==> src/hdl/icache_consts.vh <==
`ifndef ICACHE_CONSTS_VH
`define ICACHE_CONSTS_VH

// Geometry
`define IC_SETS 16
`define IC_ENTRIES 32
`define IC_SET_BITS 4
`define IC_ADDR_BITS 24
`define IC_TAG_BITS 20
`define IC_INSTR_BITS 48

// APB register byte offsets
`define IC_OFF_MODE 8'h00
`define IC_OFF_STATUS 8'h04
`define IC_OFF_COUNT 8'h08

// Mode register field positions and reset value
`define IC_CACHE_OFF_POS 4
`define IC_EXT_OFF_POS 6
`define IC_HOLD_POS 19
`define IC_MODE_RESET 32'h0000_0000
`define IC_MODE_MASK 32'h0008_0050

// Status register field positions
`define IC_ST_OFF_POS 0
`define IC_ST_EXT_OFF_POS 1
`define IC_ST_HOLD_POS 2
`define IC_ST_FLUSH_POS 3
`define IC_ST_NVALID_LO 8

// Latencies in cycles
`define IC_FLUSH_INT_LAT 1
`define IC_FLUSH_EXT_LAT 2
`define IC_HOLD_LAT 2

`endif

==> src/hdl/cache_set_match.v <==
`timescale 1ns/10ps
`include "icache_consts.vh"

// Compares one address tag against both entries of a set.
module cache_set_match (
  input wire [`IC_TAG_BITS-1:0] tag0,
  input wire [`IC_TAG_BITS-1:0] tag1,
  input wire valid0,
  input wire valid1,
  input wire [`IC_TAG_BITS-1:0] tag,
  output wire hit,
  output wire way
);
  wire match0;
  wire match1;

  assign match0 = valid0 && (tag0 == tag);
  assign match1 = valid1 && (tag1 == tag);
  assign hit = match0 | match1;
  // Both valid and equal cannot arise because fills only happen on a miss
  assign way = match1;
endmodule

==> src/hdl/instruction_cache_control.v <==
// How it works
// - Invalidate-all clears valid bits regardless of disable
// - Invalidate latency: one internal, two external
// - Reset clears all LRU and valid bits
// - Freeze takes effect two instructions later
// - Bit 4 set turns the cache off
// - Disabled cache keeps contents, reports no hits
// - Bit 6 stops caching of external fetches only
// - Bit 19 freezes contents; misses store nothing
// - Disabled: conflicting internal fetches are delayed
// - Per-set LRU picks the replaced entry
// - 32 entries, 16 sets, four-bit index
// - Miss fills LRU entry and flips LRU
// - Internal lookup on conflict only; external always
//
// The APB register port and the address map are this design's own decisions.
`timescale 1ns/10ps
`include "icache_consts.vh"

module instruction_cache_control (
  input wire clk,
  input wire resetn,
  input wire psel,
  input wire penable,
  input wire pwrite,
  input wire [7:0] paddr,
  input wire [31:0] pwdata,
  output wire [31:0] prdata,
  output wire pready,
  output wire pslverr,
  input wire flushReq,
  input wire flushExt,
  input wire fetchValid,
  input wire [`IC_ADDR_BITS-1:0] fetchAddr,
  input wire fetchExt,
  input wire pmdConflict,
  input wire [`IC_INSTR_BITS-1:0] memInstr,
  output wire fetchStall,
  output wire lookupHit,
  output wire decodeValid,
  output wire [`IC_INSTR_BITS-1:0] decodeInstr,
  output wire decodeFromCache
);

  localparam SB = `IC_SET_BITS;
  localparam TB = `IC_TAG_BITS;
  localparam IB = `IC_INSTR_BITS;

  // Entry index: way in the top bit, set in the low bits
  function [SB:0] entryIdx;
    input way;
    input [SB-1:0] set;
    begin
      entryIdx = {way, set};
    end
  endfunction

  function isMapped;
    input [7:0] addr;
    begin
      isMapped = (addr == `IC_OFF_MODE) || (addr == `IC_OFF_STATUS) ||
        (addr == `IC_OFF_COUNT);
    end
  endfunction

  // Storage; contents have no reset, only valid and LRU do
  reg [TB-1:0] tagMem [0:`IC_ENTRIES-1];
  reg [IB-1:0] dataMem [0:`IC_ENTRIES-1];
  // Valid and LRU bits live in the per-set flops of g_set
  wire [`IC_ENTRIES-1:0] validVec;
  wire [`IC_SETS-1:0] lruVec;

  // Mode register (second_mode_register)
  reg [31:0] mode_r;
  // Second freeze latency stage; mode_r itself is the first
  reg holdPipe_r;
  reg [31:0] prdata_r;
  reg [15:0] hitCnt_r;
  reg [15:0] missCnt_r;

  // Invalidate latency pipe
  reg flushInt_r;
  reg flushExt1_r;
  reg flushExt2_r;

  // Fetch2 stage
  reg f2Valid_r;
  reg f2Hit_r;
  reg f2Fill_r;
  reg f2Bypass_r;
  reg f2Way_r;
  reg [`IC_ADDR_BITS-1:0] f2Addr_r;
  reg [IB-1:0] f2Data_r;

  // Decode stage outputs and the load bus
  reg decValid_r;
  reg decFromCache_r;
  reg [IB-1:0] decInstr_r;
  reg [IB-1:0] loadInstr_r;

  wire cacheOffBit;
  wire externalCacheOffBit;
  wire cacheHoldBit;
  wire holdEff;
  wire [SB-1:0] fetchSet;
  wire [TB-1:0] fetchTag;
  wire lookupReq;
  wire arrayHit;
  wire arrayWay;
  wire bypassHit;
  wire hitNow;
  wire fillNow;
  wire fillWay;
  wire doFlush;
  wire [SB-1:0] f2Set;
  wire [TB-1:0] f2Tag;
  wire [SB:0] fillIdx;
  wire apbWrite;
  wire apbSetup;
  reg [5:0] validCount;
  integer k;

  assign cacheOffBit = mode_r[`IC_CACHE_OFF_POS];
  assign externalCacheOffBit = mode_r[`IC_EXT_OFF_POS];
  assign cacheHoldBit = mode_r[`IC_HOLD_POS];
  // A lookup two edges after the mode write is the first one frozen
  assign holdEff = holdPipe_r;

  assign fetchSet = fetchAddr[SB-1:0];
  assign fetchTag = fetchAddr[`IC_ADDR_BITS-1:SB];
  assign f2Set = f2Addr_r[SB-1:0];
  assign f2Tag = f2Addr_r[`IC_ADDR_BITS-1:SB];

  // Lookup only on conflict internally, every fetch externally
  assign lookupReq = fetchValid && !cacheOffBit &&
    (fetchExt ? !externalCacheOffBit : pmdConflict);

  cache_set_match u_match (
    .tag0(tagMem[entryIdx(1'b0, fetchSet)]),
    .tag1(tagMem[entryIdx(1'b1, fetchSet)]),
    .valid0(validVec[entryIdx(1'b0, fetchSet)]),
    .valid1(validVec[entryIdx(1'b1, fetchSet)]),
    .tag(fetchTag),
    .hit(arrayHit),
    .way(arrayWay)
  );

  // A miss one cycle ahead to the same address is not in the array yet
  assign bypassHit = lookupReq && f2Valid_r && f2Fill_r && (f2Addr_r == fetchAddr);
  assign hitNow = lookupReq && (arrayHit || bypassHit);
  assign fillNow = lookupReq && !hitNow && !holdEff;
  assign fillWay = lruVec[fetchSet];
  assign lookupHit = hitNow;

  // Disabled cache cannot absorb the conflict, so the fetch waits
  assign fetchStall = fetchValid && !fetchExt && pmdConflict && cacheOffBit;

  assign doFlush = flushInt_r || flushExt2_r;
  assign fillIdx = entryIdx(f2Way_r, f2Set);

  // Invalidate latency pipe
  // External execution needs one more stage before the valid bits clear
  always @(posedge clk or negedge resetn) begin
    if (!resetn) begin
      flushInt_r <= 1'b0;
      flushExt1_r <= 1'b0;
      flushExt2_r <= 1'b0;
    end else begin
      flushInt_r <= flushReq && !flushExt;
      flushExt1_r <= flushReq && flushExt;
      flushExt2_r <= flushExt1_r;
    end
  end

  // Valid and LRU per set; a fill landing with a flush still sets its entry
  genvar s;
  generate
    for (s = 0; s < `IC_SETS; s = s + 1) begin : g_set
      localparam [SB-1:0] SETID = s;
      reg way0Valid_r;
      reg way1Valid_r;
      reg setLru_r;
      wire fillHere;
      wire lookHere;

      assign fillHere = f2Valid_r && f2Fill_r && (f2Set == SETID);
      assign lookHere = lookupReq && (fetchSet == SETID);
      assign validVec[s] = way0Valid_r;
      assign validVec[s + `IC_SETS] = way1Valid_r;
      assign lruVec[s] = setLru_r;

      always @(posedge clk or negedge resetn) begin
        if (!resetn) begin
          way0Valid_r <= 1'b0;
          way1Valid_r <= 1'b0;
          setLru_r <= 1'b0;
        end else begin
          if (fillHere) begin
            // Set wins: the filled way stays valid even under a flush
            way0Valid_r <= !f2Way_r || (way0Valid_r && !doFlush);
            way1Valid_r <= f2Way_r || (way1Valid_r && !doFlush);
          end else if (doFlush) begin
            // Flush ignores the disable bit and spares LRU and contents
            way0Valid_r <= 1'b0;
            way1Valid_r <= 1'b0;
          end
          if (lookHere) begin
            if (hitNow && !bypassHit) begin
              setLru_r <= !arrayWay;
            end else if (fillNow) begin
              setLru_r <= !fillWay;
            end
          end
        end
      end
    end
  endgenerate

  // Array write in the decode stage with the instruction from memory
  always @(posedge clk) begin
    if (f2Valid_r && f2Fill_r) begin
      tagMem[fillIdx] <= f2Tag;
      dataMem[fillIdx] <= memInstr;
    end
  end

  // Fetch1 to Fetch2
  always @(posedge clk or negedge resetn) begin
    if (!resetn) begin
      f2Valid_r <= 1'b0;
      f2Hit_r <= 1'b0;
      f2Fill_r <= 1'b0;
      f2Bypass_r <= 1'b0;
      f2Way_r <= 1'b0;
      f2Addr_r <= {`IC_ADDR_BITS{1'b0}};
      f2Data_r <= {IB{1'b0}};
    end else begin
      f2Valid_r <= fetchValid && !fetchStall;
      f2Hit_r <= hitNow;
      f2Fill_r <= fillNow;
      f2Bypass_r <= bypassHit;
      f2Way_r <= fillNow ? fillWay : arrayWay;
      f2Addr_r <= fetchAddr;
      f2Data_r <= dataMem[entryIdx(arrayWay, fetchSet)];
    end
  end

  // Fetch2 to Decode: memory data on a miss, cache or load bus on a hit
  always @(posedge clk or negedge resetn) begin
    if (!resetn) begin
      decValid_r <= 1'b0;
      decFromCache_r <= 1'b0;
      decInstr_r <= {IB{1'b0}};
      loadInstr_r <= {IB{1'b0}};
    end else begin
      decValid_r <= f2Valid_r;
      decFromCache_r <= f2Valid_r && f2Hit_r;
      if (f2Hit_r) begin
        decInstr_r <= f2Bypass_r ? loadInstr_r : f2Data_r;
      end else begin
        decInstr_r <= memInstr;
      end
      if (f2Valid_r && f2Fill_r) begin
        loadInstr_r <= memInstr;
      end
    end
  end

  assign decodeValid = decValid_r;
  assign decodeInstr = decInstr_r;
  assign decodeFromCache = decFromCache_r;

  // APB slave: zero wait states, read data captured in the setup phase
  assign apbSetup = psel && !penable;
  assign apbWrite = psel && penable && pwrite && isMapped(paddr);
  assign pready = psel && penable;
  assign pslverr = psel && penable && !isMapped(paddr);
  assign prdata = prdata_r;

  // Population count of the valid bits for the status register
  always @* begin
    validCount = 6'h00;
    for (k = 0; k < `IC_ENTRIES; k = k + 1) begin
      validCount = validCount + {5'h00, validVec[k]};
    end
  end

  always @(posedge clk or negedge resetn) begin
    if (!resetn) begin
      mode_r <= `IC_MODE_RESET;
      holdPipe_r <= 1'b0;
    end else begin
      if (apbWrite && (paddr == `IC_OFF_MODE)) begin
        // Off bits take effect on the next fetch, the freeze bit one fetch later; software leaves the gap cycle
        mode_r <= pwdata & `IC_MODE_MASK;
      end
      holdPipe_r <= cacheHoldBit;
    end
  end

  // Counters saturate so software sees a stable ratio after long runs
  always @(posedge clk or negedge resetn) begin
    if (!resetn) begin
      hitCnt_r <= 16'h0000;
      missCnt_r <= 16'h0000;
    end else if (apbWrite && (paddr == `IC_OFF_COUNT)) begin
      hitCnt_r <= 16'h0000;
      missCnt_r <= 16'h0000;
    end else if (lookupReq) begin
      if (hitNow && (hitCnt_r != 16'hffff)) begin
        hitCnt_r <= hitCnt_r + 16'h0001;
      end else if (!hitNow && (missCnt_r != 16'hffff)) begin
        missCnt_r <= missCnt_r + 16'h0001;
      end
    end
  end

  // Read data is latched in the setup phase, so the access needs no wait
  always @(posedge clk or negedge resetn) begin
    if (!resetn) begin
      prdata_r <= 32'h0000_0000;
    end else if (apbSetup) begin
      case (paddr)
        `IC_OFF_MODE: prdata_r <= mode_r;
        `IC_OFF_STATUS: begin
          prdata_r <= 32'h0000_0000;
          prdata_r[`IC_ST_OFF_POS] <= cacheOffBit;
          prdata_r[`IC_ST_EXT_OFF_POS] <= externalCacheOffBit;
          prdata_r[`IC_ST_HOLD_POS] <= holdEff;
          prdata_r[`IC_ST_FLUSH_POS] <= flushExt1_r || doFlush;
          prdata_r[`IC_ST_NVALID_LO+5:`IC_ST_NVALID_LO] <= validCount;
        end
        `IC_OFF_COUNT: prdata_r <= {hitCnt_r, missCnt_r};
        default: prdata_r <= 32'h0000_0000;
      endcase
    end
  end

  // The instruction after an invalidate carries no PM data access

endmodule

==> config.mk <==
export PLATFORM = sky130hd
export DESIGN_NAME = instruction_cache_control
export DESIGN_NICKNAME = d
export VERILOG_FILES = /design/src/hdl/cache_set_match.v /design/src/hdl/instruction_cache_control.v
export VERILOG_INCLUDE_DIRS = /design/src /design/src/hdl
export SDC_FILE = /design/constraint.sdc
export NUM_CORES = 2
export LEC_CHECK = 0
export ABC_AREA = 1
export BUFFER_PORTS_ARGS = -buffer_cell sky130_fd_sc_hd__buf_2
export CAP_MARGIN = 20
export CORE_UTILIZATION = 30
export DETAILED_ROUTE_END_ITERATION = 10
export PLACE_DENSITY_LB_ADDON = 0.2
export REMOVE_ABC_BUFFERS = 1
export SETUP_SLACK_MARGIN = 0.15
export SKIP_CTS_REPAIR_TIMING = 1
export SLEW_MARGIN = 20
export SYNTH_ARGS = -nofsm -noshare
export SYNTH_HDL_FRONTEND = slang
export SYNTH_SLANG_ARGS = --single-unit
export TNS_END_PERCENT = 5
==> constraint.sdc <==
create_clock -name clk -period 5 [get_ports clk]
set_clock_uncertainty 0.15 [all_clocks]
set_input_delay 0 -clock clk [delete_from_list [all_inputs] [get_ports clk]]
set_output_delay 0 -clock clk [all_outputs]
set_load 0.01 [all_outputs]
* Word-level counts from Yosys, hierarchy flattened
Memory sizes are Yosys's and may differ from the RTL's. A register that Yosys moved wholly into a read port is not among the register bits. Cells that the tools add are included.
Storage, ports and cells: bits in registers 246, memory bits (writable) 2176, bits of input ports 122, output and inout port bits 86, memories kept 2
Memories:
- dataMem | depth 32, width 48, rd ports 1, clocked after Yosys merged registers in 1, wr ports 1, line instruction_cache_control.v:68 | reg [IB-1:0] dataMem [0:`IC_ENTRIES-1];
- tagMem | depth 32, width 20, rd ports 2, clocked after Yosys merged registers in 0, wr ports 1, line instruction_cache_control.v:67 | reg [TB-1:0] tagMem [0:`IC_ENTRIES-1];
Cells by class: add/subtract/negate cells 33, magnitude comparators 3, equal/unequal tests 38, mux-type cells 55, bitwise operators 1, reduce and logical (&&, ||, !) cells 185
Operators by type and width (number):
- $add 6x1->6 | 26
- $mux 16 | 7
- $mux 48 | 2
- $pmux 32 s3 | 1
- $logic_and 1x1->1 | 92
- $eq 4x4->1 const B | 16
- $mux 1 | 42
- $eq 20x20->1 | 2
- $reduce_bool 2->1 | 20
- $logic_or 1x1->1 | 37
- $reduce_and 2->1 | 17
- $add 16x1->16 const B | 2
- $eq 4x3->1 const B | 8
- $ne 16x16->1 const B | 2
- $eq 24x24->1 | 1
- $eq 4x2->1 const B | 4
- $logic_not 1->1 | 15
- $bmux 1 s4 | 3
- $eq 4x1->1 const B | 2
- $eq 8x3->1 const B | 1
- $eq 8x4->1 const B | 1
- $logic_not 4->1 | 2
- $logic_not 8->1 | 1
- $add 5x1->6 | 1
- other kinds (10) | 10

* Depth between registers and ports, before layout
word-level depth 32, gate-level depth with buffers 25, gate-level depth less buffers 21

* By module
A second synthesis with hierarchy kept.
Second synthesis, totals: cells, all modules 6374, area, all modules 94189.1 µm²
Modules (own cells, without submodules):
- instruction_cache_control | times used 1, cells an instance 6174, area each 93410.8 µm²
- cache_set_match | times used 1, cells an instance 200, area each 778.2 µm²

* Worst setup path after synthesis
No wires, ideal clock.
path kind reg-to-reg, start point register g_set[5].way1Valid_r, end point register prdata_r[12] (netlist: prdata[12]), library setup time 0.123 ns, arrival 4.585 ns, data required time 4.727 ns, path slack 0.142 ns, stages on the path, launching flop included 20, buffers on the path 0, cells stage by stage dfrtp_1 -> fa_1 -> inv_1 -> fa_1 -> fa_1 -> fa_1 -> fa_1 -> fa_1 -> inv_1 -> ha_1 -> inv_1 -> fa_1 -> nor2_1 -> nor2_1 -> nor2_1 -> nor2_1 -> xor2_1 -> nor2_1 -> o21ai_0 -> nand2_1
Between the ends: longest elaborated chain between the ends 12
RTL lines:
- start, declared | line instruction_cache_control.v:181 | reg way1Valid_r;
- start signal, assigned | line instruction_cache_control.v:201 | way1Valid_r <= f2Way_r || (way1Valid_r && !doFlush);
- $add 6x1->6 (11 in a row) | line instruction_cache_control.v:284 | validCount = validCount + {5'h00, validVec[k]};
- $pmux 32 s3 | line instruction_cache_control.v:323 | case (paddr)
- end signal, assigned | line instruction_cache_control.v:324 | `IC_OFF_MODE: prdata_r <= mode_r;
- end signal, assigned by index | line instruction_cache_control.v:327 | prdata_r[`IC_ST_OFF_POS] <= cacheOffBit;
- end signal, assigned by index | line instruction_cache_control.v:328 | prdata_r[`IC_ST_EXT_OFF_POS] <= externalCacheOffBit;
- end, declared | line instruction_cache_control.v:77 | reg [31:0] prdata_r;
Every way passes these cells. A chain may end at the register's enable or synchronous reset.

* Worst setup path in the final report
start point register g_set[0].way0Valid_r, end point register prdata_r[12] (netlist: prdata[12])
Between the ends: longest elaborated chain between the ends 32
RTL lines:
- start, declared | line instruction_cache_control.v:180 | reg way0Valid_r;
- start signal, assigned | line instruction_cache_control.v:200 | way0Valid_r <= !f2Way_r || (way0Valid_r && !doFlush);
- $add 1x1->2 | line instruction_cache_control.v:284
- $add 2x1->3 | line instruction_cache_control.v:284
- $add 3x1->4 | line instruction_cache_control.v:284
- $add 4x1->5 | line instruction_cache_control.v:284
- $add 5x1->6 | line instruction_cache_control.v:284
- $add 6x1->6 (26 in a row) | line instruction_cache_control.v:284
- $pmux 32 s3 | line instruction_cache_control.v:323
Every way passes these cells.

==> flow_metrics.py <==
metrics = {
    "global_routing": {
        "grt_max_degree": 145,
        "gr-total-overflow": 0,
        "met1_usage_pct": 27.8,
        "antenna_found_initial": 20,
        "grt_pass1_vias": 61500,
        "grt_usage_pct": 19.2,
        "use_met2_pct": 30.6,
        "busiest_layer": "met2",
        "use_met3_pct": 2.63,
        "grt_first_pass_wirelength_um": 457000,
    },
    "critical_path": {
        "cp_top_family": "adder cells",
        "crit_buf_inv": 3,
        "rrSetupSlack_ps": -20,
        "critPathSlowestCell": "fa_1",
        "critPathKind": "flip-flop to flip-flop",
        "start_kind": "flip-flop",
        "worstPathMaxFanout": 2,
        "r2r_cells": 19,
        "critical_path_required_ps": 5560,
        "max_stage_delay_ps": 560,
        "path_common_cell": "fa_1",
        "path_depth": 19,
        "arrival_ps": 5580,
        "setup.worst_path.end_class": "flip-flop",
        "path_cells": "fa_1 > inv_2 > fa_1 > fa_1 > fa_1 > fa_1 > fa_1 > inv_1 > ha_2 > inv_2 > fa_2 > nor2_2 > nor2_1 > nor2_1 > nor2_1 > xor2_1 > nor2_1 > o21ai_1 > nand2_1",
    },
    "clock_network": {
        "cts_htree_levels": 5,
        "cts_num_sinks": 2470,
        "clock_tree.root_cell": "clkbuf_16",
        "clk_pin_slew_ps": 60,
        "cts_buffers": 273,
        "worstSkewPairLatency_ps": 870,
        "cts_tree": "yes",
        "clock_path_buffers": 4,
    },
    "drt": {
        "routedWlPerCell_um": 25.9,
        "avgViaCountPerCell": 5.14,
        "vias": 64200,
        "dr.pass1.iters": 7,
        "drt_wl_total_um": 323000,
        "drc": 0,
        "antenna_left": 0,
        "drt_iter0_markers": 6558,
    },
    "power_and_ir_drop": {
        "swShare_pct": 22.5,
        "p_switching_uw": 9980,
        "p_comb_share_pct": 5.0,
        "pwr-share-clk_pct": 44.1,
        "leakage_uw": 0.0403,
        "p_int_uw": 34500,
        "ir_drop_uv": 261,
        "powerDensity_mw_per_mm2": 389,
        "seq_power_share_pct": 50.9,
    },
    "yosys": {
        "yosysUniqueCellTypes": 47,
        "ys_seq_elements": 2470,
        "synth_area_sq_mm": 0.0973,
        "synth_flop_cell": "edfxtp_1",
        "synth_warnings": 0,
        "syn_avg_cell_area_sq_um": 12.7,
        "ys_async_sr_fraction_pct": 11.9,
        "synth-seq-area-share_pct": 74.7,
        "syn_inst": 7637,
        "synth-edff-count": 2176,
    },
    "timing": {
        "setup_ws_ps": -22.4,
        "rsz0062_at_grt": "yes",
        "maxSlewHeadroom_pct": 26.8,
        "setup_viol": 1,
        "timing.final.crit_share_pct": 100,
        "max_freq_ghz": 0.199,
        "worst_pin_slew_ps": 1100,
        "slew_violations": 0,
        "hold_violations": 0,
        "final.min_clock_period_ps": 5020,
        "holdWs_ps": 45.0,
    },
    "final_layout": {
        "fin_nets": 8130,
        "syn_to_final_growth_pct": 17.5,
        "stdcell_area_sq_mm": 0.114,
        "drive_above_1_share_pct": 10.3,
        "finish.utilization_pct": 35.5,
        "fillers": 31200,
    },
    "floorplan": {
        "fp.dieArea_sq_mm": 0.327,
        "die_height_um": 572,
        "core_sq_mm": 0.322,
        "initial_utilization_pct": 30.2,
        "fp-row-count": 208,
        "io_pins": 208,
        "die_w_um": 572,
    },
    "place": {
        "placed_area_sq_mm": 0.104,
        "gp_congestion": 0.836,
        "port_buffers": 178,
        "hpwl_um": 159000,
        "place_ws_ps": -124,
    },
    "run_status": {
        "outcome": "finished, violations left",
        "violations": "setup timing",
    },
    "run": {
        "cap_violations": 0,
    },
    "hold_path": {
        "hold_class": "input port to flip-flop",
        "hold_depth": 2,
    },
}
## area by class of cell
type                            instances  area, sq um  area share, %
Clock inverter                        105          968          0.847
Multi-Input combinational cell       4457        22000           19.3
Tap cell                             4305         5390           4.71
Sequential cell                      2470        72700           63.6
Inverter                              257          998          0.873
Timing Repair Buffer                  516         4630           4.05
Clock buffer                          385         7590           6.64
Antenna cell                            6         15.0         0.0131
## cells in the mapped netlist (31+ instances only)
cell type | n | area [sq um]
nor4_1 | 55 | 344
nand3_1 | 550 | 2750
a22oi_1 | 388 | 2910
dfrtp_1 | 294 | 7360
nor2_1 | 251 | 942
inv_1 | 250 | 938
xor2_1 | 31 | 272
o21ai_1 | 41 | 205
clkbuf_1 | 295 | 1110
nand2_1 | 2275 | 8540
nor3_1 | 38 | 190
buf_1 | 47 | 176
o41ai_1 | 38 | 333
edfxtp_1 | 2176 | 65300
buf_2 | 94 | 470
a31oi_1 | 381 | 2380
o22ai_1 | 86 | 538
o21ai_0 | 156 | 781
## layout by cell type, fill, tap and decap left out, drive strengths merged, types with 55 or more instances in the layout
cell type	n
inv	267
nor4	55
nand3	555
dfrtp	294
clkinv	77
edfxtp	2176
a31oi	381
nor2	254
o21ai	197
clkbuf	385
o22ai	86
buf	382
dlygate4sd3	134
a22oi	388
nand2	2280
## final timing paths
| check | from | endpoint |
|---|---|---|
| setup / recovery | g_set[0].way0Valid_r | prdata[12] |
| max in group asynchronous | resetn | f2Data_r[44] |
| hold / removal | memInstr[30] | dataMem[17][30] |
| setup reg to reg | g_set[0].way0Valid_r | prdata[12] |
| hold reg to reg | flushExt1_r | flushExt2_r |
| min in group asynchronous | resetn | f2Data_r[32] |
## kinds of logic after synthesis
| logic type | share of synthesized area (%) |
|---|---|
| compound gates | 7.65 |
| buf+inv | 2.96 |
| simple gates | 13.8 |
| flops | 74.7 |
| mux | 0.0116 |
| xor+xnor | 0.306 |
| fa+ha+maj | 0.609 |
## power groups by stage
stage | clock, uW | combinational [uW] | sequential (uW)
2_1_floorplan | 0 | 1010 | 23100
3_3_place_gp | 0 | 2120 | 23000
3_5_place_dp | 0 | 2140 | 23000
4_1_cts | 20000 | 2150 | 22600
5_1_grt | 20800 | 2430 | 22600
6_report | 19600 | 2230 | 22600
## sequential cells by signal, summed over array words and instances, names as in the netlist, 24 cells and up
| name | flops |
|---|---|
| dataMem | 1536 |
| tagMem | 640 |
| decodeInstr | 48 |
| f2Data_r | 48 |
| loadInstr_r | 48 |
| prdata | 32 |
| f2Addr_r | 24 |
## stage by stage
step | cells | setup TNS [ps] | power [uW]
finish | 12500 | -22.4 | 44500
global route | 12500 | -527 | 45800
CTS | 12400 | -154 | 44800
detailed placement | 11900 | -124 | 25200
global placement | 11900 | -188 | 25200
floorplan | 7184 | -2350440 | 24100
## routing by layer
| layer | vias to the layer above | part of all wire, % |
|---|---|---|
| met5 | - | 0.0040 |
| met3 | 443 | 6.5 |
| met1 | 33000 | 45 |
| met4 | 2 | 2.3 |
| li1 | 28400 | - |
| met2 | 2361 | 46 |
(Power assumes the default switching activity.)
